==> src/inc/lsd_pkg.sv <==
// Shared constants for the LED segment decode and blink select block
package lsd_pkg;
   // ==========================================================
   // Register map
   localparam logic [7:0] LSD_DECODE_SEL_ADDR = 8'h01;
   localparam logic [7:0] LSD_CONFIG_ADDR = 8'h04;
   localparam logic [7:0] LSD_DECODE_SEL_RESET = 8'h00;
   localparam logic [7:0] LSD_CONFIG_RESET = 8'h00;
   // ==========================================================
   // Configuration fields
   localparam int LSD_CFG_RATE_BIT = 2;
   localparam int LSD_CFG_BLINK_EN_BIT = 3;
   localparam int LSD_CFG_SYNC_BIT = 4;
   // ==========================================================
   // Data byte fields
   localparam int LSD_DP_BIT = 7;
   // ==========================================================
   // Timing
   localparam int LSD_MUX_CLK_HZ = 20000000;
   localparam int LSD_REF_CLK_HZ = 4000000;
   localparam int LSD_SLOW_PHASE_MS = 1000;
   localparam int LSD_FAST_PHASE_MS = 500;
   localparam int LSD_SLOW_PHASE_CYC = LSD_MUX_CLK_HZ / 1000 * LSD_SLOW_PHASE_MS;
   localparam int LSD_FAST_PHASE_CYC = LSD_MUX_CLK_HZ / 1000 * LSD_FAST_PHASE_MS;
   localparam int LSD_NUM_DIGITS = 8;
   localparam int LSD_DIGIT_CYC = 4000;
endpackage : lsd_pkg

==> src/logic/lsd_segment_top.sv <==
// Segment pattern generator: plane select, blink, hex decode
// ==========================================================
`timescale 1ns/1ps
module lsd_segment_top #(
   parameter int SLOW_PHASE_CYC = lsd_pkg::LSD_SLOW_PHASE_CYC,
   parameter int FAST_PHASE_CYC = lsd_pkg::LSD_FAST_PHASE_CYC,
   parameter int DIGIT_CYC = lsd_pkg::LSD_DIGIT_CYC
) (
   input wire logic CLK,
   input wire logic RSTN,
   input wire logic CE,
   input wire logic WR_STB,
   input wire logic CS_RISE,
   input wire logic [7:0] WR_ADDR,
   input wire logic [7:0] WR_DATA,
   input wire logic WR_FIRST_PLANE,
   input wire logic WR_SECOND_PLANE,
   input wire logic [2:0] WR_DIGIT,
   output logic [6:0] SEGMENTS,
   output logic DECIMAL_POINT_SEGMENT,
   output logic [2:0] DIGIT_INDEX,
   output logic BLINK_PHASE,
   output logic [7:0] DECODE_SELECT
);
   import lsd_pkg::*;

   // ==========================================================
   // Elaboration checks
   // Counters are 32 bits wide; a zero length would wrap the limit and stretch a phase or dwell to 2^32 cycles
   if (FAST_PHASE_CYC < 1) begin : g_bad_fast
      $error("lsd_segment_top: FAST_PHASE_CYC must be at least 1");
   end
   if (SLOW_PHASE_CYC < FAST_PHASE_CYC) begin : g_bad_slow
      $error("lsd_segment_top: SLOW_PHASE_CYC below FAST_PHASE_CYC");
   end
   if (DIGIT_CYC < 2) begin : g_bad_dwell
      $error("lsd_segment_top: DIGIT_CYC must be at least 2");
   end

   // ==========================================================
   // Hex font, segments a..g with a as MSB
   function automatic logic [6:0] hex_font(input logic [3:0] nib);
      logic [6:0] s;
      s = 7'h00;
      case (nib)
         4'h0: s = 7'h7e;
         4'h1: s = 7'h30;
         4'h2: s = 7'h6d;
         4'h3: s = 7'h79;
         4'h4: s = 7'h33;
         4'h5: s = 7'h5b;
         4'h6: s = 7'h5f;
         4'h7: s = 7'h70;
         4'h8: s = 7'h7f;
         4'h9: s = 7'h7b;
         4'ha: s = 7'h77;
         4'hb: s = 7'h1f;
         4'hc: s = 7'h4e;
         4'hd: s = 7'h3d;
         4'he: s = 7'h4f;
         default: s = 7'h47;
      endcase
      return s;
   endfunction : hex_font

   // ==========================================================
   // Counter step, shared by the blink and scan dividers
   function automatic logic [31:0] cnt_step(input logic [31:0] cnt, input logic wrap);
      logic [31:0] n;
      n = cnt + 32'h1;
      if (wrap) n = 32'h0;
      return n;
   endfunction : cnt_step

   // ==========================================================
   // Registers
   logic [7:0] decode_sel_ff;
   logic blink_en_ff;
   logic fast_rate_ff;
   logic sync_pend_ff;
   logic [31:0] phase_cnt_ff;
   logic phase_ff;
   logic [31:0] digit_cnt_ff;
   logic [2:0] scan_idx_ff;
   logic [2:0] shown_idx_ff;
   logic shown_phase_ff;
   logic [6:0] seg_ff;
   logic dp_ff;

   // ==========================================================
   // Write decode
   // A plane write is never also a register write, whatever its address
   wire wr_plane = WR_FIRST_PLANE || WR_SECOND_PLANE;
   wire wr_reg = WR_STB && !wr_plane;
   wire wr_decode = wr_reg && (WR_ADDR == LSD_DECODE_SEL_ADDR);
   wire wr_config = wr_reg && (WR_ADDR == LSD_CONFIG_ADDR);
   wire wr_sync = wr_config && WR_DATA[LSD_CFG_SYNC_BIT];
   wire wr_first_en = WR_STB && WR_FIRST_PLANE;
   wire wr_second_en = WR_STB && WR_SECOND_PLANE;

   // ==========================================================
   // Configuration next state
   wire [7:0] nxt_decode_sel = wr_decode ? WR_DATA : decode_sel_ff;
   wire nxt_blink_en = wr_config ? WR_DATA[LSD_CFG_BLINK_EN_BIT] : blink_en_ff;
   wire nxt_fast_rate = wr_config ? WR_DATA[LSD_CFG_RATE_BIT] : fast_rate_ff;
   // Sync also fires when the write and the chip-select rise share a cycle
   wire sync_now = CS_RISE && (sync_pend_ff || wr_sync);
   // Counters clear only once chip select rises, not at the write
   wire nxt_sync_pend = CS_RISE ? 1'h0 : (wr_config ? wr_sync : sync_pend_ff);

   // ==========================================================
   // Blink and scan dividers
   wire [31:0] phase_len = fast_rate_ff ? 32'(FAST_PHASE_CYC) : 32'(SLOW_PHASE_CYC);
   // A rate change can leave the count past the new length, so end the phase at once
   wire phase_end = (phase_cnt_ff >= phase_len - 32'h1);
   wire digit_end = (digit_cnt_ff >= 32'(DIGIT_CYC - 1));
   wire [31:0] nxt_phase_cnt = sync_now ? 32'h0 : cnt_step(phase_cnt_ff, phase_end);
   wire nxt_phase = sync_now ? 1'h0 : (phase_ff ^ phase_end);
   wire [31:0] nxt_digit_cnt = sync_now ? 32'h0 : cnt_step(digit_cnt_ff, digit_end);
   wire [2:0] nxt_scan_idx = sync_now ? 3'h0 : (scan_idx_ff + {2'h0, digit_end});

   // ==========================================================
   // Plane memory
   // Read with the next index so the registered data lines up with scan_idx_ff
   logic [7:0] first_byte;
   logic [7:0] second_byte;
   lsd_plane_mem u_mem (
      .CLK(CLK),
      .RSTN(RSTN),
      .CE(CE),
      .clr(1'h0),
      .wr_first(wr_first_en),
      .wr_second(wr_second_en),
      .wr_idx(WR_DIGIT),
      .wr_data(WR_DATA),
      .rd_idx(nxt_scan_idx),
      .rd_first(first_byte),
      .rd_second(second_byte)
   );

   // ==========================================================
   // Segment pattern
   // Second plane is only ever seen while blinking, in the second half
   wire use_second = blink_en_ff && phase_ff;
   wire [7:0] sel_byte = use_second ? second_byte : first_byte;
   wire hex_mode = decode_sel_ff[scan_idx_ff];
   wire [6:0] font_seg = hex_font(sel_byte[3:0]);
   wire [6:0] raw_seg = sel_byte[6:0];
   wire [6:0] nxt_seg = hex_mode ? font_seg : raw_seg;
   wire nxt_dp = sel_byte[LSD_DP_BIT];

   // ==========================================================
   // Configuration registers
   always_ff @(posedge CLK) begin
      if (!RSTN) begin
         decode_sel_ff <= LSD_DECODE_SEL_RESET;
         blink_en_ff <= LSD_CONFIG_RESET[LSD_CFG_BLINK_EN_BIT];
         fast_rate_ff <= LSD_CONFIG_RESET[LSD_CFG_RATE_BIT];
         sync_pend_ff <= 1'h0;
      end else if (CE) begin
         decode_sel_ff <= nxt_decode_sel;
         blink_en_ff <= nxt_blink_en;
         fast_rate_ff <= nxt_fast_rate;
         sync_pend_ff <= nxt_sync_pend;
      end
   end

   // ==========================================================
   // Divider registers
   always_ff @(posedge CLK) begin
      if (!RSTN) begin
         phase_cnt_ff <= 32'h0;
         phase_ff <= 1'h0;
         digit_cnt_ff <= 32'h0;
         scan_idx_ff <= 3'h0;
      end else if (CE) begin
         phase_cnt_ff <= nxt_phase_cnt;
         phase_ff <= nxt_phase;
         digit_cnt_ff <= nxt_digit_cnt;
         scan_idx_ff <= nxt_scan_idx;
      end
   end

   // ==========================================================
   // Output registers
   always_ff @(posedge CLK) begin
      if (!RSTN) begin
         seg_ff <= 7'h00;
         dp_ff <= 1'h0;
         shown_idx_ff <= 3'h0;
         shown_phase_ff <= 1'h0;
      end else if (CE) begin
         // Index and phase travel with the pattern so the outputs always agree
         seg_ff <= nxt_seg;
         dp_ff <= nxt_dp;
         shown_idx_ff <= scan_idx_ff;
         shown_phase_ff <= phase_ff;
      end
   end

   // ==========================================================
   // Ports
   assign SEGMENTS = seg_ff;
   assign DECIMAL_POINT_SEGMENT = dp_ff;
   assign DIGIT_INDEX = shown_idx_ff;
   assign BLINK_PHASE = shown_phase_ff;
   assign DECODE_SELECT = decode_sel_ff;
endmodule : lsd_segment_top

==> src/logic/lsd_plane_mem.sv <==
// Two-plane digit memory with registered read
`timescale 1ns/1ps
module lsd_plane_mem (
   input wire logic CLK,
   input wire logic RSTN,
   input wire logic CE,
   input wire logic clr,
   input wire logic wr_first,
   input wire logic wr_second,
   input wire logic [2:0] wr_idx,
   input wire logic [7:0] wr_data,
   input wire logic [2:0] rd_idx,
   output logic [7:0] rd_first,
   output logic [7:0] rd_second
);
   logic [7:0] first_mem [0:7];
   logic [7:0] second_mem [0:7];
   // ==========================================================
   // Storage
   always_ff @(posedge CLK) begin
      if (!RSTN || (CE && clr)) begin
         for (int i = 0; i < 8; i++) begin
            first_mem[i] <= 8'h00;
            second_mem[i] <= 8'h00;
         end
      end else if (CE) begin
         if (wr_first) first_mem[wr_idx] <= wr_data;
         if (wr_second) second_mem[wr_idx] <= wr_data;
      end
   end
   always_ff @(posedge CLK) begin
      if (!RSTN) begin
         rd_first <= 8'h00;
         rd_second <= 8'h00;
      end else if (CE) begin
         rd_first <= first_mem[rd_idx];
         rd_second <= second_mem[rd_idx];
      end
   end
endmodule : lsd_plane_mem

==> config.mk <==
export PLATFORM = sky130hd
export DESIGN_NAME = lsd_segment_top
export DESIGN_NICKNAME = d
export VERILOG_FILES = /design/src/inc/lsd_pkg.sv /design/src/logic/lsd_segment_top.sv /design/src/logic/lsd_plane_mem.sv
export SDC_FILE = /design/constraint.sdc
export NUM_CORES = 1
export LEC_CHECK = 0
export ABC_AREA = 0
export BUFFER_PORTS_ARGS = -buffer_cell sky130_fd_sc_hd__clkbuf_2
export CELL_PAD_IN_SITES_DETAIL_PLACEMENT = 1
export CELL_PAD_IN_SITES_GLOBAL_PLACEMENT = 1
export CORE_AREA = 2 2 182 184
export CTS_CLUSTER_SIZE = 14
export DETAILED_ROUTE_END_ITERATION = 10
export DIE_AREA = 0 0 184 186
export PLACE_DENSITY_LB_ADDON = 0.1
export SETUP_SLACK_MARGIN = 0.1
export SLEW_MARGIN = 20
export SYNTH_ARGS = -nofsm -noshare
export SYNTH_HDL_FRONTEND = slang
export SYNTH_HIERARCHICAL = 1
export SYNTH_SLANG_ARGS = --single-unit
==> constraint.sdc <==
create_clock -name CLK -period 3.4 [get_ports CLK]
set_input_delay 0.51 -clock CLK [delete_from_list [all_inputs] [get_ports CLK]]
set_output_delay 0.51 -clock CLK [all_outputs]
set_load 0.02 [all_outputs]
== Word level (Yosys, flattened, before mapping) ==
Memories as Yosys holds them, arrays and structs flattened. A register that Yosys moved wholly into a read port is not among the register bits.
Cells that the tools add are included.

* Add/sub/neg operators: 4
* Order comparisons: 3
* Equal/unequal tests: 2
* Multiplexer cells: 28
* Bitwise logic cells: 1
* Reduce and logical (&&, ||, !) cells: 19

{| class="wikitable"
|+ Operators by type and width
! cell !! number
|-
| 2-to-1 mux 32 bit || 4
|-
| adder 32 x 1 -> 32 bit (second input constant) || 2
|-
| greater-or-equal comparator 32 x 12 -> 1 bit (second input constant) || 1
|-
| greater-or-equal comparator 32 bit || 1
|-
| subtractor 25 x 1 -> 26 bit (second input constant) || 1
|-
| 2-to-1 mux 25 bit || 1
|-
| 2-to-1 mux 8 bit || 3
|-
| OR reduction 8 bit || 2
|-
| 2-to-1 mux 1 bit || 15
|-
| 2-to-1 mux 3 bit || 3
|-
| == test 8 x 1 -> 1 bit (second input constant) || 1
|-
| == test 8 x 3 -> 1 bit (second input constant) || 1
|-
| logical AND 1 bit || 8
|-
| 2-to-1 mux 7 bit || 1
|-
| AND reduction 2 bit || 3
|-
| < comparator 3 x 4 -> 1 bit (second input constant) || 1
|-
| adder 3 x 1 -> 3 bit || 1
|-
| binary-select mux 1 bit (select 3 bit) || 1
|-
| zero test 1 bit || 3
|-
| logical OR 1 bit || 2
|-
| nonzero test 2 bit || 1
|-
| XOR 1 bit || 1
|}

* Flip-flop bits (word level): 91
* Bits in writable memories: 128
* Bits in read-only memories: 112
* Input bits: 26
* Output and inout bits: 20
* Word-level logic and storage cells: 72
* Memories kept: 3

{| class="wikitable"
|+ Memory list
! memory !! depth !! bits a word !! rd ports !! clocked after Yosys merged registers in !! wr ports !! RTL line !! text
|-
| (name not given) || 16 || 7 || 1 || 0 || 0 || lsd_segment_top.sv:45 || <nowiki>case (nib)</nowiki>
|-
| u_mem.first_mem || 8 || 8 || 1 || 1 || 8 || lsd_plane_mem.sv:16 || <nowiki>logic [7:0] first_mem [0:7];</nowiki>
|-
| u_mem.second_mem || 8 || 8 || 1 || 1 || 8 || lsd_plane_mem.sv:17 || <nowiki>logic [7:0] second_mem [0:7];</nowiki>
|}

== Depth between registers and ports, before layout ==
Gate-level depths: netlist of run 1.

* Word-level depth: 8
* Mapped depth: 15
* Depth with buffers taken out: 13

== Modules after synthesis ==
The synthesis of run 1 kept the hierarchy.

{| class="wikitable"
|+ Modules (own cells, without submodules)
! module !! times used !! cells each !! area each (sq um) !! sequential area each (sq um)
|-
| lsd_plane_mem || 1 || 508 || 6331.1 || 4164.0
|-
| lsd_segment_top || 1 || 558 || 4845.9 || 1821.7
|}

== Least setup slack after synthesis of run 1 ==
OpenSTA, ideal clock, no wires.

* Path type: register -> register
* Start: reg digit_cnt_ff[0]
* End: reg u_mem.rd_first[6], read port of u_mem.first_mem
* Library setup time: 66 ps
* Arrival: 2999 ps
* Data required time: 3334 ps
* Setup slack: 335 ps
* Stages on the path, launching flop included: 15
* Buffers on the path: 1
* Period minus slack after synthesis: 3065 ps
* Path through: dfxtp_1 -> ha_1 -> and3_1 -> a211oi_1 -> o2111a_1 -> inv_1 -> ha_1 -> ha_1 -> xor2_1 -> and2_1 -> nand2_1 -> clkbuf_1 -> o22ai_1 -> a221o_1 -> a21oi_2

* Word-level cells in the longest chain between the ends: 3

{| class="wikitable"
|+ Ends and longest elaborated chain
! item !! RTL line !! text
|-
| start, declared || lsd_segment_top.sv:83 || <nowiki>logic [31:0] digit_cnt_ff;</nowiki>
|-
| start signal, assigned || lsd_segment_top.sv:179 || <nowiki>digit_cnt_ff <= nxt_digit_cnt;</nowiki>
|-
| greater-or-equal comparator 32 x 12 -> 1 bit || lsd_segment_top.sv:116 || <nowiki>wire digit_end = (digit_cnt_ff >= 32'(DIGIT_CYC - 1));</nowiki>
|-
| adder 3 x 1 -> 3 bit || lsd_segment_top.sv:120 || <nowiki>wire [2:0] nxt_scan_idx = sync_now ? 3'h0 : (scan_idx_ff + {2'h0, digit_end});</nowiki>
|-
| 2-to-1 mux 3 bit || lsd_segment_top.sv:120 ||
|-
| via nxt_scan_idx[2] || lsd_segment_top.sv:120 ||
|-
| end, declared || lsd_plane_mem.sv:13 || <nowiki>output logic [7:0] rd_first,</nowiki>
|}

The timed path passes the listed nets, and every way through them passes these cells.
A chain may end at the register's enable or synchronous reset.

== Worst setup path in the final report of run 1 ==
* Start: reg digit_cnt_ff[0]
* End: reg u_mem.rd_second[4], read port of u_mem.second_mem

* Word-level cells in the longest chain between the ends: 3

{| class="wikitable"
|+ Ends and longest elaborated chain
! item !! RTL line !! text
|-
| greater-or-equal comparator 32 x 12 -> 1 bit || lsd_segment_top.sv:116 ||
|-
| adder 3 x 1 -> 3 bit || lsd_segment_top.sv:120 ||
|-
| 2-to-1 mux 3 bit || lsd_segment_top.sv:120 ||
|-
| via nxt_scan_idx[2] || lsd_segment_top.sv:120 ||
|-
| end, declared || lsd_plane_mem.sv:14 || <nowiki>output logic [7:0] rd_second</nowiki>
|}

The timed path passes the listed nets, and every way through them passes these cells.

==> out/summary.json, run 1 <==
{
  "clock_path_buffers": {"value": 3},
  "synth_most_common_cell": {"value": "nor2_1"},
  "gr-total-overflow": {"value": 0},
  "drv_slew": {"value": 0},
  "worst_slew_pin_slew": {"value": 0.718, "unit": "ns"},
  "crit_path_max_fanout": {"value": 15},
  "synth_top_cells_by_area": {"value": "edfxtp_1, dfxtp_1, nor2_1"},
  "synth_seq_area_share": {"value": 53.6, "unit": "%"},
  "slew-limit-headroom": {"value": 52.1, "unit": "%"},
  "synthDominantAreaCellType": {"value": "edfxtp_1"},
  "number_of_antenna_violations_at_the_first_check_in_global_routing": {"value": 1},
  "number_of_hold_slack_violations_in_the_final_timing_report": {"value": 0},
  "totalWireLength": {"value": 36.1, "unit": "mm"},
  "power.total": {"value": 6.52, "unit": "mW"},
  "io_buffer_count": {"value": 45},
  "drc_errors": {"value": 0},
  "r2r.worst_path.cells": {"value": 15},
  "cellPowerDensity": {"value": 506, "unit": "nW/um^2"},
  "avgViaCountPerCell": {"value": 5.46},
  "fp.dieArea": {"value": 34200, "unit": "sq um"},
  "synthTopCellsByCount": {"value": "nor2_1, edfxtp_1, dfxtp_1"},
  "synth-simple-area-share": {"value": 19.2, "unit": "%"},
  "floorplan.die.width": {"value": 184, "unit": "um"},
  "synth_top_family_by_area": {"value": "simple AND/OR/NAND/NOR gates"},
  "synth-main-ff-cell": {"value": "edfxtp_1"},
  "finish.utilization": {"value": 40.0, "unit": "%"},
  "timing.final.crit_share": {"value": 91.2, "unit": "%"},
  "rr_startpoint": {"value": "digit_cnt_ff[0]"},
  "fin_nets": {"value": 1174},
  "final_weighted_congestion_in_routability_driven_placement": {"value": 0.814},
  "synth_edf_count": {"value": 128},
  "wl_per_cell": {"value": 23.2, "unit": "um"},
  "rows": {"value": 66},
  "core_region_area": {"value": 32200, "unit": "sq um"},
  "critical_path.startpoint_type": {"value": "flop"},
  "setup_repair_after_global_routing_missed_its_margin": {"value": "yes"},
  "path_clk_slew": {"value": 0.06, "unit": "ns"},
  "grt_max_degree": {"value": 50},
  "clock-root-buffer": {"value": "clkbuf_16"},
  "max_freq": {"value": 0.323, "unit": "GHz"},
  "hpwlAfterDp": {"value": 25.7, "unit": "mm"},
  "syn_avg_cell_area": {"value": 10.5, "unit": "sq um"},
  "clkLatencyLatePin": {"value": 0.55, "unit": "ns"},
  "status": {"value": "finished, final reports clean"},
  "finalHoldWorstSlack": {"value": 0.229, "unit": "ns"},
  "synth.ff_latch_count": {"value": 235},
  "synth_fa_ha_area_share": {"value": 2.46, "unit": "%"},
  "finalWorstSetupSlack": {"value": 0.300, "unit": "ns"},
  "layout_cell_share_with_drive_strength_beyond_1": {"value": 17.8, "unit": "%"},
  "power.ir.vdd_worst": {"value": 0.000393, "unit": "V"},
  "fill_cell_total_of_the_finished_layout": {"value": 3608},
  "synth_xor_xnor_area_share": {"value": 0.0784, "unit": "%"},
  "rr_endpoint": {"value": "u_mem/rd_second[4]"},
  "clock_tree_from_tritoncts": {"value": "yes"},
  "detailroute.via_count": {"value": 8494},
  "critical_path.endpoint_type": {"value": "flop"},
  "globalRouteTotalUtil": {"value": 21.3, "unit": "%"},
  "synth_compound_gate_area_share": {"value": 11.3, "unit": "%"},
  "static-leakage-power": {"value": 4.83, "unit": "nW"},
  "numCtsBuffers": {"value": 28},
  "worstHoldStart": {"value": "CS_RISE"},
  "syn_to_final_growth": {"value": 15.3, "unit": "%"},
  "cts-hold-fix-buffers": {"value": 0},
  "holdPathEnd": {"value": "sync_pend_ff"},
  "drv_cap": {"value": 0},
  "synth_mux_area_share": {"value": 9.17, "unit": "%"},
  "critical_path_class": {"value": "reg2reg"},
  "regToRegSetupSlack": {"value": 0.30, "unit": "ns"},
  "drt_first_pass_iters": {"value": 5},
  "synth-async-reset-ratio": {"value": 0, "unit": "%"},
  "synth_cell_type_count": {"value": 66},
  "first_global_vias": {"value": 8669},
  "wire_length_of_the_first_global_routing_pass": {"value": 54.4, "unit": "mm"},
  "yosys.area.top_type_share": {"value": 34.4, "unit": "%"},
  "hold_depth": {"value": 2},
  "critical_path_rt": {"value": 3.86, "unit": "ns"},
  "violation_count_after_the_first_detailed_routing_iteration": {"value": 523},
  "hold_path.class": {"value": "in2reg"},
  "clock-skew-final": {"value": 0.0176, "unit": "ns"},
  "clock_sink_count": {"value": 235},
  "setup_total_negative_slack": {"value": 0, "unit": "ns"},
  "ctsHtreeMaxLevel": {"value": 1},
  "initial_utilization": {"value": 34.7, "unit": "%"},
  "ant_diodes": {"value": 0},
  "critPathArrivalTime": {"value": 3.56, "unit": "ns"},
  "drtAntennaViolNets": {"value": 0},
  "die_height": {"value": 186, "unit": "um"},
  "preCtsSetupSlack": {"value": 0.207, "unit": "ns"},
  "synth_warnings": {"value": 6},
  "setup_viol": {"value": 0},
  "io-pin-count": {"value": 46},
  "synth.cell_area": {"value": 11200, "unit": "sq um"},
  "postSynthCellCount": {"value": 1066},
  "finalCriticalPeriod": {"value": 3.10, "unit": "ns"}
}
## per-layer routing
| layer | global-route usage [%] | routed length [um] | vias up |
|---|---|---|---|
| met5 | 0 | 0 | - |
| met4 | 4.99 | 791 | 0 |
| met3 | 2.07 | 914 | 44 |
| met2 | 37.4 | 17800 | 142 |
| met1 | 28.2 | 16500 | 4261 |
| li1 | - | - | 4047 |
## how the worst max path moves through the flow
stage	cells past startpoint	to	startpoint	slack, ns
finish	15	u_mem/rd_second[4]	digit_cnt_ff[0]	0.30
global route	15	u_mem/rd_first[1]	digit_cnt_ff[0]	0.09
CTS	13	u_mem/rd_second[7]	digit_cnt_ff[0]	0.15
detailed placement	13	u_mem/rd_second[7]	digit_cnt_ff[0]	0.21
global placement	13	u_mem/rd_second[0]	digit_cnt_ff[0]	-0.09
floorplan	14	u_mem/rd_first[6]	digit_cnt_ff[0]	0.33
## power by group
part / leakage [nW] / switching, mW / internal, mW
registers: 2.17 / 0.0579 / 3.12
logic: 2.21 / 0.274 / 0.129
clock network: 0.446 / 1.20 / 1.74
## sequential cells by signal (all words and copies together), names as in the netlist
register,count
blink_en_ff,1
DIGIT_INDEX,3
scan_idx_ff,3
SEGMENTS,7
fast_rate_ff,1
DECIMAL_POINT_SEGMENT,1
u_mem/rd_second,8
phase_cnt_ff,32
u_mem/rd_first,8
DECODE_SELECT,8
digit_cnt_ff,32
u_mem/first_mem,64
u_mem/second_mem,64
phase_ff,1
BLINK_PHASE,1
sync_pend_ff,1
## final cells by class
cell class                 instances  area, sq um  share of cell area [%]
clock inverter                    16          136                    1.06
tap                              408          510                    3.96
timing repair buffer             102          689                    5.35
multi-input combinational        743         4740                    36.8
clock buffer                      35          767                    5.95
inverter                          16         60.1                   0.466
sequential                       235         5990                    46.4
## cell families after synthesis
group | after synthesis
AND/OR/NAND/NOR | 438
flip-flops | 235
AO/OA/AOI/OAI | 185
multiplexers | 95
buffers and inverters | 89
adder cells (fa/ha/maj) | 22
other | 1
XOR/XNOR | 1
## critical path: stages (launching register included)
cell and delay, ns:
dfxtp_1 0.32, ha_1 0.23, and3_1 0.24, a211oi_2 0.23
o2111a_1 0.23, inv_1 0.06, ha_1 0.18, ha_1 0.22
xor2_1 0.14, and2_1 0.20, buf_4 0.15, nand2_1 0.09
buf_8 0.16, o22ai_1 0.13, a221o_1 0.27, a21oi_1 0.16
## layout by cell type, fill, tap and decap left out, types with 24 or more instances in the layout
cell type	n
edfxtp_1	128
nand3_1	24
mux2_2	39
clkbuf_16	28
nor2_1	162
o21ai_0	42
buf_4	53
and3_1	39
mux2i_1	54
a21oi_1	32
dfxtp_1	107
nand2_1	93
o22ai_1	24
clkbuf_2	44
## through the flow
step           cells  instance area (sq um)
2_1_floorplan   1067                  11200
3_3_place_gp    1501                  11900
3_5_place_dp    1501                  11900
4_1_cts         1552                  12800
5_1_grt         1555                  12900
6_report        1555                  12900
## what timing repair did
action	in CTS	in global routing
endpoints found under the setup margin	0	16
buffers inserted	0	3
resized for setup	0	5
Power figures use the tool's default switching activity.
==> run 2, diff against run 1 <==
Settings changed: PLACE_DENSITY from default to 0.69, PLACE_DENSITY_LB_ADDON 0.1 to default.
==> out/summary.json, run 2 (synthesis gave the netlist of run 1 again) <==
{
  "finalWorstSetupSlack": {"value": 0.248, "unit": "ns", "change": "was 0.300 ns"},
  "fp.dieArea": {"value": 34200, "unit": "sq um", "change": "unchanged"},
  "rr_endpoint": {"value": "u_mem/rd_second[7]", "change": "was u_mem/rd_second[4]"},
  "final_weighted_congestion_in_routability_driven_placement": {"value": 0.891, "change": "was 0.814"},
  "ctsHtreeMaxLevel": {"value": 1, "change": "unchanged"},
  "first_global_vias": {"value": 8600, "change": "was 8669"},
  "static-leakage-power": {"value": 4.82, "unit": "nW", "change": "was 4.83 nW"},
  "hold_depth": {"value": 2, "change": "unchanged"},
  "initial_utilization": {"value": 34.7, "unit": "%", "change": "unchanged"},
  "cellPowerDensity": {"value": 526, "unit": "nW/um^2", "change": "was 506 nW/um^2"},
  "cp_slowest_stage_delay": {"value": 0.42, "unit": "ns", "change": "was 0.32 ns"},
  "number_of_antenna_violations_at_the_first_check_in_global_routing": {"value": 1, "change": "unchanged"},
  "regToRegSetupSlack": {"value": 0.25, "unit": "ns", "change": "was 0.30 ns"},
  "cts.repair_timing.setup_buffer_count": {"value": 0, "change": "unchanged"},
  "crit_cells": {"value": 12, "change": "was 15"},
  "preCtsSetupSlack": {"value": 0.183, "unit": "ns", "change": "was 0.207 ns"},
  "globalRouteTotalUtil": {"value": 19.9, "unit": "%", "change": "was 21.3%"},
  "holdPathEnd": {"value": "sync_pend_ff", "change": "unchanged"},
  "finalCriticalPeriod": {"value": 3.15, "unit": "ns", "change": "was 3.10 ns"},
  "power.total": {"value": 6.80, "unit": "mW", "change": "was 6.52 mW"},
  "critical_path.n_buffers_inverters": {"value": 2, "change": "was 3"},
  "cp_top_family": {"value": "compound AO/OA/AOI/OAI gates", "change": "unchanged"},
  "registers_with_the_most_flip_flops": {"value": "u_mem/first_mem x64, u_mem/second_mem x64", "change": "unchanged"},
  "finish.utilization": {"value": 40.1, "unit": "%", "change": "was 40.0%"},
  "critical_path_rt": {"value": 3.81, "unit": "ns", "change": "was 3.86 ns"},
  "max_freq": {"value": 0.317, "unit": "GHz", "change": "was 0.323 GHz"},
  "critical-path-top-cell-by-count": {"value": "ha_1", "change": "unchanged"},
  "clkLatencyLatePin": {"value": 0.54, "unit": "ns", "change": "was 0.55 ns"},
  "numCtsBuffers": {"value": 27, "change": "was 28"},
  "critical_path.startpoint_type": {"value": "flop", "change": "unchanged"},
  "clock-root-buffer": {"value": "clkbuf_16", "change": "unchanged"},
  "violation_count_after_the_first_detailed_routing_iteration": {"value": 669, "change": "was 523"},
  "totalWireLength": {"value": 34.1, "unit": "mm", "change": "was 36.1 mm"},
  "io-pin-count": {"value": 46, "change": "unchanged"},
  "worstHoldStart": {"value": "CS_RISE", "change": "unchanged"},
  "syn_to_final_growth": {"value": 15.6, "unit": "%", "change": "was 15.3%"},
  "floorplan.die.width": {"value": 184, "unit": "um", "change": "unchanged"},
  "r2r.worst_path.cells": {"value": 12, "change": "was 15"},
  "detailroute.via_count": {"value": 8680, "change": "was 8494"},
  "fin_nets": {"value": 1164, "change": "was 1174"},
  "wl_per_cell": {"value": 22.1, "unit": "um", "change": "was 23.2 um"},
  "clock_tree_from_tritoncts": {"value": "yes", "change": "unchanged"},
  "fill_cell_total_of_the_finished_layout": {"value": 3549, "change": "was 3608"},
  "clock-skew-final": {"value": 0.0175, "unit": "ns", "change": "was 0.0176 ns"},
  "drt_first_pass_iters": {"value": 5, "change": "unchanged"},
  "number_of_hold_slack_violations_in_the_final_timing_report": {"value": 0, "change": "unchanged"},
  "finalHoldWorstSlack": {"value": 0.228, "unit": "ns", "change": "was 0.229 ns"},
  "critical_path.slowest_cell": {"value": "mux2i_1", "change": "was dfxtp_1"},
  "critical_path_class": {"value": "reg2reg", "change": "unchanged"},
  "io_buffer_count": {"value": 45, "change": "unchanged"},
  "timing.final.crit_share": {"value": 92.7, "unit": "%", "change": "was 91.2%"},
  "path_clk_slew": {"value": 0.06, "unit": "ns", "change": "about the same"},
  "avgViaCountPerCell": {"value": 5.61, "change": "was 5.46"},
  "critical_path.endpoint_type": {"value": "flop", "change": "unchanged"},
  "slew-limit-headroom": {"value": 45.8, "unit": "%", "change": "was 52.1%"},
  "rows": {"value": 66, "change": "unchanged"},
  "wire_length_of_the_first_global_routing_pass": {"value": 51.9, "unit": "mm", "change": "was 54.4 mm"},
  "drtAntennaViolNets": {"value": 0, "change": "unchanged"},
  "rr_startpoint": {"value": "digit_cnt_ff[0]", "change": "unchanged"},
  "crit_chain": {"value": "ha_1 -> and3_1 -> a211oi_1 -> o2111a_1 -> inv_1 -> ha_1 -> and2_4 -> buf_12 -> mux2i_1 -> a22oi_1 -> o221ai_1 -> a21oi_1", "change": "was ha_1 -> and3_1 -> a211oi_2 -> o2111a_1 -> inv_1 -> ha_1 -> ha_1 -> xor2_1 -> and2_1 -> buf_4 -> nand2_1 -> buf_8 -> o22ai_1 -> a221o_1 -> a21oi_1"},
  "drv_cap": {"value": 0, "change": "unchanged"},
  "die_height": {"value": 186, "unit": "um", "change": "unchanged"},
  "clock_path_buffers": {"value": 3, "change": "unchanged"},
  "mostFrequentLayoutCell": {"value": "nor2_1", "change": "unchanged"},
  "drv_slew": {"value": 0, "change": "unchanged"},
  "layout_cell_share_with_drive_strength_beyond_1": {"value": 17.4, "unit": "%", "change": "was 17.8%"},
  "gr-total-overflow": {"value": 0, "change": "unchanged"},
  "setup_repair_after_global_routing_missed_its_margin": {"value": "no", "change": "was yes"},
  "status": {"value": "finished, final reports clean", "change": "unchanged"},
  "critPathArrivalTime": {"value": 3.56, "unit": "ns", "change": "about the same"},
  "power.ir.vdd_worst": {"value": 0.000425, "unit": "V", "change": "was 0.000393 V"},
  "postPlaceCellArea": {"value": 11900, "unit": "sq um", "change": "about the same"},
  "hpwlAfterDp": {"value": 24.1, "unit": "mm", "change": "was 25.7 mm"},
  "crit_path_max_fanout": {"value": 21, "change": "was 15"},
  "core_region_area": {"value": 32200, "unit": "sq um", "change": "unchanged"},
  "hold_path.class": {"value": "in2reg", "change": "unchanged"},
  "grt_max_degree": {"value": 48, "change": "was 50"},
  "drc_errors": {"value": 0, "change": "unchanged"},
  "layout_common_cells": {"value": "nor2_1, edfxtp_1, dfxtp_1", "change": "unchanged"},
  "final_area": {"value": 12900, "unit": "sq um", "change": "about the same"},
  "clock_sink_count": {"value": 235, "change": "unchanged"},
  "setup_viol": {"value": 0, "change": "unchanged"},
  "worst_slew_pin_slew": {"value": 0.812, "unit": "ns", "change": "was 0.718 ns"}
}
## run 2: through the flow
| step | setup TNS (ns) | instances |
|---|---|---|
| after detailed placement | 0 | 1495 |
| after global routing | 0 | 1545 |
| after floorplan | 0 | 1067 |
| after CTS | 0 | 1545 |
| final | 0 | 1546 |
| after global placement | -0.637 | 1495 |
## run 2: repair_timing
action / in CTS / in global routing
resized for setup: 0 / 3
hold buffers: 0 / 0
setup endpoints to repair: 0 / 16
## run 2: cell type report
| class | count | area, sq um | share of cell area [%] |
|---|---|---|---|
| multi-input cells | 743 | 4740 | 36.7 |
| clock buffers | 32 | 736 | 5.69 |
| repair buffers | 93 | 623 | 4.82 |
| well taps | 408 | 510 | 3.95 |
| inverters | 16 | 60.1 | 0.465 |
| clock inverters | 18 | 256 | 1.99 |
| diodes | 1 | 2.50 | 0.0194 |
| flip-flops and latches | 235 | 5990 | 46.3 |
## run 2: worst max-delay path by stage
stage | endpoint | slack, ns | startpoint
global route | u_mem/rd_first[0] | 0.11 | digit_cnt_ff[0]
detailed placement | u_mem/rd_second[3] | 0.18 | digit_cnt_ff[0]
CTS | u_mem/rd_second[3] | 0.15 | digit_cnt_ff[0]
global placement | u_mem/rd_second[0] | -0.07 | digit_cnt_ff[0]
finish | u_mem/rd_second[7] | 0.25 | digit_cnt_ff[0]
floorplan | u_mem/rd_first[6] | 0.33 | digit_cnt_ff[0]
## run 2: report_power, final
group	internal, mW	switching (mW)	total [mW]
Sequential	3.12	0.0580	3.17
Clock	2.00	1.22	3.22
Combinational	0.130	0.275	0.405
## run 2: worst register-to-register path, stage by stage, from the launching register on
cell and delay [ns]:
dfxtp_1 0.33, ha_1 0.23, and3_1 0.22, a211oi_1 0.24, o2111a_1 0.28, inv_1 0.07, ha_1 0.27, and2_4 0.38
buf_12 0.24, mux2i_1 0.42, a22oi_1 0.15, o221ai_1 0.11, a21oi_1 0.09
## run 2: routing by layer
layer / track usage (%) / share of wire [%] / vias to the layer above
met2: 33.6 / 47 / 247
met5: 0 / 0 / -
met3: 3.17 / 5.4 / 72
met1: 26.5 / 44 / 4331
met4: 5.70 / 3.1 / 0
li1: - / - / 4030
